$ cat config.mk
export PLATFORM = sky130hd
export DESIGN_NAME = flash_block_program_protect
export DESIGN_NICKNAME = d
export VERILOG_FILES = /design/src/shared/flash_seq_pkg.sv /design/src/shared/seq_ctrl_if.sv /design/src/rtl/axil_regs.sv /design/src/rtl/flash_block_program_protect.sv /design/src/rtl/pulse_timer.sv
export SDC_FILE = /design/constraint.sdc
export NUM_CORES = 1
export LEC_CHECK = 0
export BUFFER_PORTS_ARGS = -buffer_cell sky130_fd_sc_hd__buf_2
export CORE_UTILIZATION = 30
export CTS_BUF_LIST = sky130_fd_sc_hd__clkbuf_2
export DETAILED_ROUTE_END_ITERATION = 16
export PLACE_DENSITY = 0.51
export SYNTH_ARGS = -nofsm -noshare
export SYNTH_HDL_FRONTEND = slang
export SYNTH_SLANG_ARGS = --single-unit
$ cat constraint.sdc
create_clock -name aclk -period 4.35 [get_ports aclk]
set_input_delay 0.435 -clock aclk [delete_from_list [all_inputs] [get_ports aclk]]
set_output_delay 0.435 -clock aclk [all_outputs]
set_load 0.02 [all_outputs]
$ cat src/shared/flash_seq_pkg.sv
// Constants, codes and state encoding shared by the flash sequencer files.
// Assumes one 100 MHz clock domain and a 12-bit AXI4-Lite byte address.
package flash_seq_pkg;
  localparam int CLK_MHZ = 100;
  localparam int BLOCK_BYTES = 64;
  localparam int PROT_BYTES = 64;
  localparam int PARAM_COUNT = 7;
  localparam int AXI_AW = 12;
  localparam int PULSE_UNIT_NS = 100;
  localparam int PULSE_UNIT_CYC = (PULSE_UNIT_NS * CLK_MHZ + 999) / 1000;
  localparam int DELAY_UNIT_NS = 10;
  localparam int DELAY_UNIT_CYC = (DELAY_UNIT_NS * CLK_MHZ + 999) / 1000;
  localparam logic [7:0] ADDR_GUARD1 = 8'hF8;
  localparam logic [7:0] ADDR_GUARD2 = 8'hF9;
  localparam logic [7:0] PROT_SRC = 8'h80;
  localparam logic [7:0] GUARD1_VALUE = 8'h3A;
  localparam int PAR_GUARD1 = 0;
  localparam int PAR_GUARD2 = 1;
  localparam int PAR_TARGET = 2;
  localparam int PAR_PTR = 3;
  localparam int PAR_DIV = 4;
  localparam int PAR_DELAY = 6;
  localparam logic [7:0] FN_SWRESET = 8'h00;
  localparam logic [7:0] FN_PROGRAM = 8'h02;
  localparam logic [7:0] FN_CLEAR = 8'h03;
  localparam logic [7:0] FN_PROTECT = 8'h04;
  localparam logic [7:0] RC_OK = 8'h00;
  localparam logic [7:0] RC_PROT = 8'h01;
  localparam logic [7:0] RC_SWRST = 8'h02;
  localparam logic [7:0] RC_HALT = 8'h03;
  localparam logic [1:0] PROT_FULL = 2'h3;
  localparam logic [7:0] PROT_RESET = 8'h00;
  localparam logic [1:0] SIZE_8K = 2'h0;
  localparam logic [1:0] SIZE_4K = 2'h1;
  localparam logic [1:0] SIZE_3K = 2'h2;
  localparam logic [7:0] LIMIT_8K = 8'h7F;
  localparam logic [7:0] LIMIT_4K = 8'h3F;
  localparam logic [7:0] LIMIT_3K = 8'h2F;
  localparam logic [11:0] REG_CTRL = 12'h000;
  localparam logic [11:0] REG_SP = 12'h004;
  localparam logic [11:0] REG_STATUS = 12'h008;
  localparam logic [11:0] REG_CFG = 12'h00C;
  localparam int CFG_EXT_BIT = 2;
  localparam logic [2:0] CFG_RESET = 3'h0;
  localparam logic [1:0] RESP_OKAY = 2'h0;
  localparam logic [1:0] RESP_SLVERR = 2'h2;
  typedef enum logic [7:0] {
    S_IDLE = 8'h01,
    S_PARAM = 8'h02,
    S_CHECK = 8'h04,
    S_ERASE = 8'h08,
    S_FETCH = 8'h10,
    S_PROG = 8'h20,
    S_RESULT = 8'h40,
    S_HALT = 8'h80
  } seq_state_t;
endpackage

$ cat src/shared/seq_ctrl_if.sv
// Control and status bundle between the register slave and the sequencer.
// Assumes both ends run on the same clock.
`timescale 1ns/100ps
interface seq_ctrl_if;
  logic start;
  logic [7:0] func;
  logic [7:0] sp_val;
  logic [1:0] size_sel;
  logic ext_mode;
  logic busy;
  logic halted;
  logic [7:0] result;
  logic [7:0] acc;
  modport regs (output start, func, sp_val, size_sel, ext_mode,
                input busy, halted, result, acc);
  modport seq (input start, func, sp_val, size_sel, ext_mode,
               output busy, halted, result, acc);
endinterface

$ cat src/rtl/axil_regs.sv
// AXI4-Lite slave holding the call, stack pointer, status and config words.
// Assumes one outstanding write and one outstanding read from the master.
`timescale 1ns/100ps
module axil_regs
  import flash_seq_pkg::*;
(
  input logic aclk,
  input logic aresetn,
  input logic ce,
  input logic [AXI_AW-1:0] awaddr,
  input logic awvalid,
  output logic awready,
  input logic [31:0] wdata,
  input logic [3:0] wstrb,
  input logic wvalid,
  output logic wready,
  output logic [1:0] bresp,
  output logic bvalid,
  input logic bready,
  input logic [AXI_AW-1:0] araddr,
  input logic arvalid,
  output logic arready,
  output logic [31:0] rdata,
  output logic [1:0] rresp,
  output logic rvalid,
  input logic rready,
  seq_ctrl_if.regs ctl
);
  logic aw_q, w_q, bvalid_q, rvalid_q, start_q;
  logic [11:0] awaddr_q;
  logic [31:0] wdata_q, rdata_q, rd_word;
  logic [3:0] wstrb_q;
  logic [1:0] bresp_q, rresp_q;
  logic [7:0] func_q, sp_q;
  logic [2:0] cfg_q;
  logic do_write, wr_hit, rd_hit;

  assign awready = ce & ~aw_q & ~bvalid_q;
  assign wready = ce & ~w_q & ~bvalid_q;
  assign arready = ce & ~rvalid_q;
  assign do_write = aw_q & w_q & ~bvalid_q;
  assign wr_hit = (awaddr_q == REG_CTRL) || (awaddr_q == REG_SP) || (awaddr_q == REG_CFG);

  always_comb begin
    rd_hit = 1'b1;
    rd_word = 32'h0000_0000;
    unique case ({araddr[11:2], 2'b00})
      REG_CTRL: rd_word = {24'h00_0000, func_q};
      REG_SP: rd_word = {24'h00_0000, sp_q};
      REG_STATUS: rd_word = {8'h00, ctl.acc, ctl.result, 6'h00, ctl.halted, ctl.busy};
      REG_CFG: rd_word = {29'h0000_0000, cfg_q};
      default: rd_hit = 1'b0;
    endcase
  end

  always_ff @(posedge aclk) begin
    if (!aresetn) begin
      aw_q <= 1'b0;
      w_q <= 1'b0;
      bvalid_q <= 1'b0;
      bresp_q <= RESP_OKAY;
      awaddr_q <= 12'h000;
      wdata_q <= 32'h0000_0000;
      wstrb_q <= 4'h0;
    end else if (ce) begin
      if (awvalid && awready) begin
        aw_q <= 1'b1;
        awaddr_q <= {awaddr[11:2], 2'b00};
      end
      if (wvalid && wready) begin
        w_q <= 1'b1;
        wdata_q <= wdata;
        wstrb_q <= wstrb;
      end
      if (do_write) begin
        aw_q <= 1'b0;
        w_q <= 1'b0;
        bvalid_q <= 1'b1;
        bresp_q <= wr_hit ? RESP_OKAY : RESP_SLVERR;
      end else if (bvalid_q && bready) begin
        bvalid_q <= 1'b0;
      end
    end
  end

  // A call written while the sequencer is busy or halted is dropped.
  always_ff @(posedge aclk) begin
    if (!aresetn) begin
      func_q <= 8'h00;
      sp_q <= 8'h00;
      cfg_q <= CFG_RESET;
      start_q <= 1'b0;
    end else if (ce) begin
      start_q <= 1'b0;
      if (do_write && wstrb_q[0]) begin
        if (awaddr_q == REG_CTRL) begin
          func_q <= wdata_q[7:0];
          start_q <= ~ctl.busy;
        end
        if (awaddr_q == REG_SP) begin
          sp_q <= wdata_q[7:0];
        end
        if (awaddr_q == REG_CFG) begin
          cfg_q <= wdata_q[2:0];
        end
      end
    end
  end

  always_ff @(posedge aclk) begin
    if (!aresetn) begin
      rvalid_q <= 1'b0;
      rdata_q <= 32'h0000_0000;
      rresp_q <= RESP_OKAY;
    end else if (ce) begin
      if (arvalid && arready) begin
        rvalid_q <= 1'b1;
        rdata_q <= rd_word;
        rresp_q <= rd_hit ? RESP_OKAY : RESP_SLVERR;
      end else if (rvalid_q && rready) begin
        rvalid_q <= 1'b0;
      end
    end
  end

  assign bvalid = bvalid_q;
  assign bresp = bresp_q;
  assign rvalid = rvalid_q;
  assign rdata = rdata_q;
  assign rresp = rresp_q;
  assign ctl.start = start_q;
  assign ctl.func = func_q;
  assign ctl.sp_val = sp_q;
  assign ctl.size_sel = cfg_q[1:0];
  assign ctl.ext_mode = cfg_q[CFG_EXT_BIT];
endmodule

$ cat src/rtl/flash_block_program_protect.sv
// Supervisory flash sequencer: block program, block clear and protection raise.
// Assumes a synchronous-read SRAM (data one cycle after the sampled read),
// a flash macro driven by level strobes and a one-cycle flash read port.
//
// Functional notes
// - Block program copies exactly 64 consecutive SRAM bytes into one flash block.
// - Program of a write-locked block aborts: accumulator, second guard 00h, result 01h.
// - Clear of a write-locked block aborts the same way with result 01h.
// - Program source bytes start at the SRAM address held at FBh.
// - Program and clear pulse length is derived from the divider at FCh.
// - Valid block indices: 00h-7Fh for 8 KB, 00h-3Fh for 4 KB, 00h-2Fh for 3 KB.
// - Clear erases the 64 bytes of the indexed block, timed by the divider.
// - Clearing a block leaves its protection level untouched.
// - Protection code: 00b open, 01b read, 10b external write, 11b full.
// - Four codes per protection byte, lowest block in bits 1:0.
// - Protection byte k holds blocks 4k to 4k+3, last byte blocks 252-255.
// - Protection raise ORs 64 SRAM bytes from 80h into the protection block.
// - Protection only drops through the device wipe, which zeroes every byte; here a reset also clears every byte.
// - Table fetch reads of flash ignore protection codes.
// - Result codes: 00h done, 01h refused, 02h soft reset, 03h halted.
// - A wrong guard word halts the sequencer instead of running the call; here a soft reset call (00h) still runs unchecked.
//
// Chosen here: the AXI4-Lite slave port and the register offsets.
`timescale 1ns/100ps
module flash_block_program_protect
  import flash_seq_pkg::*;
#(
  parameter int FLASH_AW = 13
) (
  input logic aclk,
  input logic aresetn,
  input logic ce,
  input logic [AXI_AW-1:0] awaddr,
  input logic awvalid,
  output logic awready,
  input logic [31:0] wdata,
  input logic [3:0] wstrb,
  input logic wvalid,
  output logic wready,
  output logic [1:0] bresp,
  output logic bvalid,
  input logic bready,
  input logic [AXI_AW-1:0] araddr,
  input logic arvalid,
  output logic arready,
  output logic [31:0] rdata,
  output logic [1:0] rresp,
  output logic rvalid,
  input logic rready,
  output logic [7:0] sram_addr,
  output logic sram_re,
  output logic sram_we,
  output logic [7:0] sram_wdata,
  input logic [7:0] sram_rdata,
  output logic [FLASH_AW-1:0] flash_addr,
  output logic [7:0] flash_wdata,
  output logic flash_pgm,
  output logic flash_erase,
  output logic [FLASH_AW-1:0] flash_raddr,
  input logic [7:0] flash_rdata,
  input logic fetch_req,
  input logic [FLASH_AW-1:0] fetch_addr,
  output logic [7:0] fetch_data,
  output logic fetch_valid,
  input logic wipe_req,
  output logic cpu_stall
);
  seq_ctrl_if ctl ();

  seq_state_t state_q;
  seq_state_t check_next;
  logic [1:0] ph_q;
  logic [5:0] idx_q;
  logic [7:0] par_q [PARAM_COUNT];
  logic [7:0] prot_q [PROT_BYTES];
  logic [7:0] func_q;
  logic [7:0] res_q;
  logic [7:0] check_res;
  logic [7:0] acc_q;
  logic [7:0] byte_q;
  logic [7:0] block_idx;
  logic [7:0] block_limit;
  logic [1:0] prot_code;
  logic write_locked;
  logic keys_ok;
  logic is_protect;
  logic last_byte;
  logic ph_last;
  logic prot_wr;
  logic tmr_start_q;
  logic tmr_on;
  logic tmr_done;
  logic [7:0] sram_addr_q;
  logic sram_re_q;
  logic sram_we_q;
  logic [7:0] sram_wdata_q;
  logic [FLASH_AW-1:0] flash_addr_q;
  logic [7:0] flash_wdata_q;
  logic fetch_pend_q;
  logic fetch_valid_q;
  logic [7:0] fetch_data_q;

  axil_regs u_regs (
    .aclk(aclk),
    .aresetn(aresetn),
    .ce(ce),
    .awaddr(awaddr),
    .awvalid(awvalid),
    .awready(awready),
    .wdata(wdata),
    .wstrb(wstrb),
    .wvalid(wvalid),
    .wready(wready),
    .bresp(bresp),
    .bvalid(bvalid),
    .bready(bready),
    .araddr(araddr),
    .arvalid(arvalid),
    .arready(arready),
    .rdata(rdata),
    .rresp(rresp),
    .rvalid(rvalid),
    .rready(rready),
    .ctl(ctl.regs)
  );

  pulse_timer u_timer (
    .aclk(aclk),
    .aresetn(aresetn),
    .ce(ce),
    .start(tmr_start_q),
    .div(par_q[PAR_DIV]),
    .delay(par_q[PAR_DELAY]),
    .on(tmr_on),
    .done(tmr_done)
  );

  assign block_idx = par_q[PAR_TARGET];
  // The block index picks a byte by its upper bits and a bit pair by its lower two.
  assign prot_code = prot_q[block_idx[7:2]][{block_idx[1:0], 1'b0} +: 2];
  // External programming is barred from 10b upward, internal calls only by 11b.
  assign write_locked = ctl.ext_mode ? prot_code[1] : (prot_code == PROT_FULL);
  assign keys_ok = (par_q[PAR_GUARD1] == GUARD1_VALUE) && (par_q[PAR_GUARD2] == ctl.sp_val);
  assign is_protect = (func_q == FN_PROTECT);
  assign last_byte = (idx_q == 6'(BLOCK_BYTES - 1));
  assign ph_last = (ph_q == 2'h2);
  assign prot_wr = (state_q == S_PROG) && is_protect && tmr_done;

  always_comb begin
    unique case (ctl.size_sel)
      SIZE_4K: block_limit = LIMIT_4K;
      SIZE_3K: block_limit = LIMIT_3K;
      default: block_limit = LIMIT_8K;
    endcase
  end

  // Decides the outcome of a call once all parameters have been read.
  always_comb begin
    check_next = S_RESULT;
    check_res = RC_OK;
    if (func_q == FN_SWRESET) begin
      check_res = RC_SWRST;
    end else if (!keys_ok) begin
      check_next = S_HALT;
    end else if (is_protect) begin
      check_next = S_FETCH;
    end else if (func_q != FN_PROGRAM && func_q != FN_CLEAR) begin
      check_next = S_HALT;
    end else if (block_idx > block_limit || write_locked) begin
      check_res = RC_PROT;
    end else if (func_q == FN_PROGRAM) begin
      check_next = S_FETCH;
    end else begin
      check_next = S_ERASE;
    end
  end

  always_ff @(posedge aclk) begin
    if (!aresetn) begin
      state_q <= S_IDLE;
      ph_q <= 2'h0;
      idx_q <= 6'h00;
    end else if (ce) begin
      unique case (state_q)
        S_IDLE: begin
          if (ctl.start) begin
            state_q <= S_PARAM;
            ph_q <= 2'h0;
            idx_q <= 6'h00;
          end
        end
        S_PARAM: begin
          if (ph_last) begin
            ph_q <= 2'h0;
            if (idx_q == 6'(PARAM_COUNT - 1)) begin
              state_q <= S_CHECK;
              idx_q <= 6'h00;
            end else begin
              idx_q <= idx_q + 6'h01;
            end
          end else begin
            ph_q <= ph_q + 2'h1;
          end
        end
        S_CHECK: begin
          state_q <= check_next;
        end
        S_ERASE: begin
          if (tmr_done) begin
            state_q <= S_RESULT;
          end
        end
        S_FETCH: begin
          if (ph_last) begin
            ph_q <= 2'h0;
            state_q <= S_PROG;
          end else begin
            ph_q <= ph_q + 2'h1;
          end
        end
        S_PROG: begin
          if (tmr_done) begin
            if (last_byte) begin
              state_q <= S_RESULT;
              idx_q <= 6'h00;
            end else begin
              state_q <= S_FETCH;
              idx_q <= idx_q + 6'h01;
            end
          end
        end
        S_RESULT: begin
          if (ph_last) begin
            ph_q <= 2'h0;
            state_q <= S_IDLE;
          end else begin
            ph_q <= ph_q + 2'h1;
          end
        end
        S_HALT: begin
          state_q <= S_HALT;
        end
      endcase
    end
  end

  // Parameter capture, call code, staged data byte and result codes.
  always_ff @(posedge aclk) begin
    if (!aresetn) begin
      for (int i = 0; i < PARAM_COUNT; i++) begin
        par_q[i] <= 8'h00;
      end
      func_q <= 8'h00;
      res_q <= RC_OK;
      acc_q <= 8'h00;
      byte_q <= 8'h00;
    end else if (ce) begin
      if (state_q == S_IDLE && ctl.start) begin
        func_q <= ctl.func;
        acc_q <= ctl.func;
      end
      if (state_q == S_PARAM && ph_last) begin
        par_q[idx_q[2:0]] <= sram_rdata;
      end
      if (state_q == S_FETCH && ph_last) begin
        byte_q <= sram_rdata;
      end
      if (state_q == S_CHECK) begin
        res_q <= (check_next == S_HALT) ? RC_HALT : check_res;
      end
      if (state_q == S_RESULT && ph_last) begin
        acc_q <= 8'h00;
      end
    end
  end

  // SRAM accesses are registered; each read takes three phases, each result write one.
  always_ff @(posedge aclk) begin
    if (!aresetn) begin
      sram_addr_q <= 8'h00;
      sram_re_q <= 1'b0;
      sram_we_q <= 1'b0;
      sram_wdata_q <= 8'h00;
    end else if (ce) begin
      sram_re_q <= 1'b0;
      sram_we_q <= 1'b0;
      if (ph_q == 2'h0 && state_q == S_PARAM) begin
        sram_re_q <= 1'b1;
        sram_addr_q <= ADDR_GUARD1 + {2'b00, idx_q};
      end
      if (ph_q == 2'h0 && state_q == S_FETCH) begin
        sram_re_q <= 1'b1;
        if (is_protect) begin
          sram_addr_q <= PROT_SRC + {2'b00, idx_q};
        end else begin
          sram_addr_q <= par_q[PAR_PTR] + {2'b00, idx_q};
        end
      end
      if (ph_q == 2'h0 && state_q == S_RESULT) begin
        sram_we_q <= 1'b1;
        sram_addr_q <= ADDR_GUARD1;
        sram_wdata_q <= res_q;
      end
      if (ph_q == 2'h1 && state_q == S_RESULT) begin
        sram_we_q <= 1'b1;
        sram_addr_q <= ADDR_GUARD2;
        sram_wdata_q <= 8'h00;
      end
    end
  end

  // Flash address, data and pulse start for each program byte or block clear.
  always_ff @(posedge aclk) begin
    if (!aresetn) begin
      flash_addr_q <= '0;
      flash_wdata_q <= 8'h00;
      tmr_start_q <= 1'b0;
    end else if (ce) begin
      tmr_start_q <= 1'b0;
      if (state_q == S_CHECK && check_next == S_ERASE) begin
        flash_addr_q <= FLASH_AW'({block_idx, 6'h00});
        tmr_start_q <= 1'b1;
      end
      if (state_q == S_FETCH && ph_last) begin
        flash_addr_q <= FLASH_AW'({block_idx, idx_q});
        flash_wdata_q <= sram_rdata;
        tmr_start_q <= 1'b1;
      end
    end
  end

  // Protection bytes only gain bits while running; the wipe or a reset clears them.
  for (genvar k = 0; k < PROT_BYTES; k++) begin : g_prot
    always_ff @(posedge aclk) begin
      if (!aresetn) begin
        prot_q[k] <= PROT_RESET;
      end else if (ce) begin
        if (wipe_req && state_q == S_IDLE) begin
          prot_q[k] <= 8'h00;
        end else if (prot_wr && idx_q == 6'(k)) begin
          prot_q[k] <= prot_q[k] | byte_q;
        end
      end
    end
  end

  // Table fetches read flash directly, with no protection lookup at all.
  always_ff @(posedge aclk) begin
    if (!aresetn) begin
      fetch_pend_q <= 1'b0;
      fetch_valid_q <= 1'b0;
      fetch_data_q <= 8'h00;
    end else if (ce) begin
      fetch_pend_q <= fetch_req;
      fetch_valid_q <= fetch_pend_q;
      if (fetch_pend_q) begin
        fetch_data_q <= flash_rdata;
      end
    end
  end

  assign flash_raddr = fetch_addr;
  assign fetch_data = fetch_data_q;
  assign fetch_valid = fetch_valid_q;
  assign sram_addr = sram_addr_q;
  assign sram_re = sram_re_q;
  assign sram_we = sram_we_q;
  assign sram_wdata = sram_wdata_q;
  assign flash_addr = flash_addr_q;
  assign flash_wdata = flash_wdata_q;
  // The protection raise uses the pulse for timing only; user flash is not written.
  assign flash_pgm = tmr_on && (state_q == S_PROG) && !is_protect;
  assign flash_erase = tmr_on && (state_q == S_ERASE);
  assign ctl.busy = (state_q != S_IDLE);
  assign ctl.halted = (state_q == S_HALT);
  assign ctl.result = res_q;
  assign ctl.acc = acc_q;
  assign cpu_stall = (state_q != S_IDLE);
endmodule

$ cat src/rtl/pulse_timer.sv
// Program and erase pulse timer: pulse from the divider, then a settle gap.
// Assumes start arrives only while the timer is idle.
`timescale 1ns/100ps
module pulse_timer
  import flash_seq_pkg::*;
(
  input logic aclk,
  input logic aresetn,
  input logic ce,
  input logic start,
  input logic [7:0] div,
  input logic [7:0] delay,
  output logic on,
  output logic done
);
  logic [15:0] cnt_q;
  logic on_q;
  logic gap_q;
  logic done_q;

  always_ff @(posedge aclk) begin
    if (!aresetn) begin
      cnt_q <= 16'h0000;
      on_q <= 1'b0;
      gap_q <= 1'b0;
      done_q <= 1'b0;
    end else if (ce) begin
      done_q <= 1'b0;
      if (start) begin
        on_q <= 1'b1;
        gap_q <= 1'b0;
        cnt_q <= 16'((int'(div) + 1) * PULSE_UNIT_CYC - 1);
      end else if (on_q) begin
        if (cnt_q == 16'h0000) begin
          on_q <= 1'b0;
          gap_q <= 1'b1;
          cnt_q <= 16'(int'(delay) * DELAY_UNIT_CYC);
        end else begin
          cnt_q <= cnt_q - 16'h0001;
        end
      end else if (gap_q) begin
        if (cnt_q == 16'h0000) begin
          gap_q <= 1'b0;
          done_q <= 1'b1;
        end else begin
          cnt_q <= cnt_q - 16'h0001;
        end
      end
    end
  end

  assign on = on_q;
  assign done = done_q;
endmodule

== Word level (Yosys, flattened, before mapping) ==
Memory sizes are Yosys's and may differ from the RTL's.
Cells that the tools add are included.

* Bitwise gates (word level): 204
* Eq/ne operators: 99
* Muxes and demuxes: 539
* Multipliers: 1
* $lt $le $gt $ge: 1
* Reduce and logical (&&, ||, !) cells: 135
* Add/sub/neg operators: 8
* Shift-type cells: 1

{| class="wikitable"
|+ Operator list
! kind !! count
|-
| $mux W8 || 150
|-
| $or A8 B8 Y8 || 64
|-
| $mux W1 || 363
|-
| $eq A6 B6 Y1 const B || 32
|-
| $or A1 B1 Y1 || 128
|-
| $eq A6 B5 Y1 const B || 16
|-
| $pmux W24 S4 || 1
|-
| $logic_and A1 B1 Y1 || 87
|-
| $mux W16 || 5
|-
| $pmux W8 S8 || 1
|-
| $eq A6 B4 Y1 const B || 8
|-
| $reduce_and A2 Y1 || 17
|-
| $mul A32 B4 Y15 const B || 1
|-
| $eq A10 B2 Y1 const B || 3
|-
| $mux W6 || 5
|-
| $mux W13 || 2
|-
| $eq A6 B3 Y1 const B || 4
|-
| $eq A10 B1 Y1 const B || 2
|-
| $pmux W6 S3 || 1
|-
| $eq A8 B2 Y1 const B || 2
|-
| $eq A8 B3 Y1 const B || 2
|-
| $eq A8 B4 Y1 const B || 2
|-
| $eq A8 B6 Y1 const B || 2
|-
| $eq A8 B8 Y1 const B || 2
|-
| other kinds (49) || 88
|}

* Input bits: 99
* Word-level logic and storage cells: 1024
* Output and inout bits: 105
* Memories kept: 2
* Bits in writable memories: 568
* Register bits after elaboration: 188

{| class="wikitable"
|+ Memory list
! name !! depth !! bits a word !! read ports !! clocked after memory_dff !! write ports !! line !! source
|-
| prot_q || 64 || 8 || 65 || 0 || 64 || flash_block_program_protect.sv:75 || <nowiki>logic [7:0] prot_q [PROT_BYTES];</nowiki>
|-
| par_q || 7 || 8 || 6 || 0 || 7 || flash_block_program_protect.sv:74 || <nowiki>logic [7:0] par_q [PARAM_COUNT];</nowiki>
|}

== Logic depth before layout (Yosys ltp) ==
An unclocked memory read counts as a cell.

* Depth after elaboration: 15
* Depth in mapped cells: 17
* Mapped depth without buffers: 16

== By module ==
A second synthesis with hierarchy kept.

* Cell total of the unflattened synthesis: 2752
* Area, all modules: 33492.1 um2

{| class="wikitable"
|+ By module, submodules not included
! module !! instances !! area each (um2) !! cells an instance !! seq. area each (um2)
|-
| flash_block_program_protect || 1 || 28328.4 || 2145 || 16856.2
|-
| axil_regs || 1 || 3074.2 || 334 || 1381.3
|-
| pulse_timer || 1 || 2089.5 || 273 || 380.4
|}

== Least setup slack after synthesis ==
OpenSTA, ideal clock, no wires.

* Kind: register to register
* From: mem par_q[4][0]
* To: reg u_timer.cnt_q[15]
* Stages on the path, launching flop included: 14
* Required time: 4.276 ns
* Library setup time: 0.074 ns
* Arrival: 3.355 ns
* Setup slack: 0.921 ns
* Path buffers: 1
* Period minus slack after synthesis: 3.429 ns
* Cell sequence: edfxtp_1 > ha_1 > clkbuf_1 > xor2_1 > ha_1 > ha_1 > fa_1 > nor4_1 > nand2_1 > or2_2 > nor4_1 > and4_1 > a31oi_1 > o21ai_0

{| class="wikitable"
|+ RTL lines
! item !! line !! source
|-
| start: declaration || flash_block_program_protect.sv:74 ||
|-
| end signal: assignment || pulse_timer.sv:32 || <nowiki>cnt_q <= 16'((int'(div) + 1) * PULSE_UNIT_CYC - 1);</nowiki>
|-
| end signal: assignment || pulse_timer.sv:37 || <nowiki>cnt_q <= 16'(int'(delay) * DELAY_UNIT_CYC);</nowiki>
|-
| end signal: assignment || pulse_timer.sv:39 || <nowiki>cnt_q <= cnt_q - 16'h0001;</nowiki>
|-
| end: declaration || pulse_timer.sv:16 || <nowiki>logic [15:0] cnt_q;</nowiki>
|}

==> flow_summary_export.csv <==
group,metric,value,unit
outcome,status,"finished, violations left",
outcome,violations,"design-rule violations",
pwr,power.density,369,nW/µm²
routing,vias,25900,
die,die_x,342,µm
timing,worst_pin_slew,1.32,ns
synth,syn_inst,2996,
global_route,grt_pass1_vias,25600,
timing,finalSetupTns,0,ns
timing,setup_slack,0.441,ns
setup_path,max_stage_delay,0.61,ns
synth,synth_ff_type,"edfxtp_1",
routing,antenna_left,0,
timing,setup_violations,0,
synth,synthTopCellsByArea,"edfxtp_1 (48%), dfxtp_1 (9.7%), o21a_1 (7.0%), mux4_2 (6.6%), nor2_1 (6.5%)",
cts,numClockSinks,720,
setup_path,required,5.67,ns
cts,cts-root-buf,"clkbuf_2",
cts,ctsLongestPathBuffers,3,
global_route,antenna_found_initial,3,
timing,min_period_over_period,89.9,%
global_route,grt_max_degree,82,
setup_path,worst-setup-path-type,"register to register",
pwr,clockPowerShare,32.6,%
setup_path,cp-start-kind,"register",
die,ioPinCount,204,
global_route,grt_usage,18.3,%
cts,clk_pin_slew_worst_paths,0.09,ns
cts,htreeDepth,4,
final_layout,layout_common_cells,"nor2_1 (601), edfxtp_1 (552), o21a_1 (322)",
pwr,max-vdd-ir-drop,0.000209,V
final_layout,syn_to_final_growth,17.5,%
pwr,power.switching,4.36,mW
synth,syn_area,34800,µm²
cts,cts_tree,"yes",
die,fp.dieH,342,µm
pwr,combPwrFrac,11.8,%
routing,via_per_inst,5.10,
placed_design,placedCellCount,4571,
routing,drcViolationCount,10,
cts,postCtsSetupBuffers,0,
final_layout,finish.utilization,35.6,%
synth,synth_seq_cells,720,
placed_design,io_buffer_count,124,
synth,synth-edff-count,552,
setup_path,path_delay_family,"compound AO/OA/AOI/OAI gates",
synth,ys_seq_area_share,57.3,%
final_layout,finalNetCount,3548,
timing,fmax,256,MHz
setup_path,slowest_stage,"mux4_2",
synth,synth.top_cell.area_share,47.7,%
global_route,grt_first_pass_wirelength,162,mm
die,start_util,30.3,%
die,coreArea,115000,µm²
min_path,hold_path_class,"input port to register",
final_layout,fill_cells,11500,
placed_design,gp_congestion,0.880,
final_layout,final_area,40800,µm²
setup_path,worstPathCellList,"buf_12 > buf_4 > mux4_2 > mux2i_1 > nor2_1 > a2111oi_0 > buf_4 > o221a_2 > or3_1 > o211ai_2 > o21ai_4 > buf_12 > mux2i_1 > nor2_1",
timing,slew_headroom,11.0,%
die,row_count,124,
timing,min_period,3.91,ns
placed_design,placed_area,37500,µm²
timing,rsz0062_at_grt,"no",
cts,insertion_delay,1.47,ns
synth,syn-mean-instance-area,11.6,µm²
routing,drt-total-wl,108,mm
pwr,total_power,15.1,mW
setup_path,critPathBufInv,4,
pwr,pwr-share-seq,55.5,%
timing,hold_viol_final,0,
pwr,swShare,28.9,%
pwr,leakage,15.3,nW
placed_design,dp_hpwl,72.0,mm
global_route,globalRouteOverflowTotal,0,
flow_run,maxCapViolCount,0,
timing,hold_ws,0.179,ns
routing,drt_iter0_markers,1830,
placed_design,dp_worst_setup_slack,0.355,ns
routing,wl_per_cell,21.2,µm
timing,finClkSkew,0.112,ns
final_layout,finalNonFillerCells,5073,
synth,yosys.area.top_type,"edfxtp_1",
synth,ys_types,75,
synth,synth_async_sr_flop_share,0,%
timing,maxSlewViolCount,0,
setup_path,worst-endpoint-arrival,5.23,ns
cts,cts_made_buffers,190,
final_layout,layout_commonest_cell,"nor2_1",
final_layout,drive_gt1_share,19.6,%
setup_path,cp-end-kind,"register",
synth,ys_warn_count,0,
die,die_area,117000,µm²
pwr,p_int,10.7,mW
routing,drtPass1Iterations,11,
setup_path,worstPathMaxFanout,19,
[worst paths after layout]
path / cells after the start / end / slack (ns) / startpoint
min reg2reg: 2 / func_q[5] / 0.46 / func_q[5]
max reg2reg: 14 / flash_addr[10] / 0.44 / par_q[2][2]
min: 5 / u_regs.rdata[7] / 0.18 / araddr[2]
max: 14 / flash_addr[10] / 0.44 / par_q[2][2]
[cells in the mapped netlist, types with 11 or more instances]
cell,n
nor2_1,601
nand4_1,14
nor3_1,24
o21ai_0,80
nand2_1,228
and2_1,30
xor2_1,13
nand3b_1,11
nand3_1,58
ha_1,33
o22ai_1,15
nor2b_1,19
buf_2,19
inv_1,29
a21oi_1,119
mux2i_1,108
clkbuf_1,132
o21a_1,322
dfxtp_1,168
a22oi_1,37
mux4_1,13
nand2b_1,22
nor4_1,17
buf_4,50
a211oi_1,12
xnor2_1,27
mux4_2,102
edfxtp_1,552
[worst min-delay path, cell delays in order]
cell	delay (ns)
dlygate4sd3_1	0.54
buf_2	0.22
mux2_2	0.26
a22oi_1	0.05
nor2_1	0.07
[state kept, by name (all words and copies together) (netlist names), 10 cells and up]
signal and cells:
u_timer.cnt_q 16, par_q 48, u_regs.rdata 18, u_regs.awaddr_q 10, prot_q 512, flash_addr 13
[power groups by stage]
stage | combinational [mW] | clock (mW) | sequential (mW)
finish | 1.78 | 4.91 | 8.37
floorplan | 1.07 | 0 | 8.38
detailed placement | 1.68 | 0 | 8.51
global route | 1.91 | 5.46 | 8.43
global placement | 1.68 | 0 | 8.51
CTS | 1.78 | 5.08 | 8.36
[logic make-up (layout without fill, tap and decap cells)]
| kind of cell | Yosys count | after routing | synth area share, % |
|---|---|---|---|
| and+or+nand+nor | 1072 | 1072 | 13.3 |
| DFF | 720 | 720 | 57.3 |
| AOI/OAI and AO/OA | 644 | 644 | 12.5 |
| buffers and inverters | 251 | 794 | 3.51 |
| muxes | 233 | 233 | 11.0 |
| xor gates and xnor gates | 40 | 40 | 1.01 |
| adders and majority gates | 35 | 35 | 1.30 |
| other | 1 | 23 | 0.0108 |
[layer usage]
metal / vias to the layer above / share of wire, % / track usage [%]
li1: 11900 / - / -
met1: 13000 / 45 / 25.0
met2: 817 / 45 / 28.3
met3: 162 / 6.4 / 3.82
met4: 0 / 2.8 / 6.98
met5: - / 0 / 0
[area by class of cell]
class / count / area [µm²] / area share [%]
flip-flops and latches: 720 / 20000 / 48.8
multi-input cells: 2046 / 13700 / 33.6
repair buffers: 425 / 3410 / 8.36
well taps: 1512 / 1890 / 4.63
clock buffers: 281 / 1410 / 3.44
clock inverters: 57 / 353 / 0.864
inverters: 31 / 119 / 0.291
diodes: 1 / 2.50 / 0.00613
[repair_timing]
action | 4_1_cts | 5_1_grt
gates resized for setup | 0 | 0
hold endpoints to repair | 668 | 0
setup endpoints to repair | 0 | 0
hold buffers | 163 | 0
Note: power is estimated with default switching activity, not from simulation.
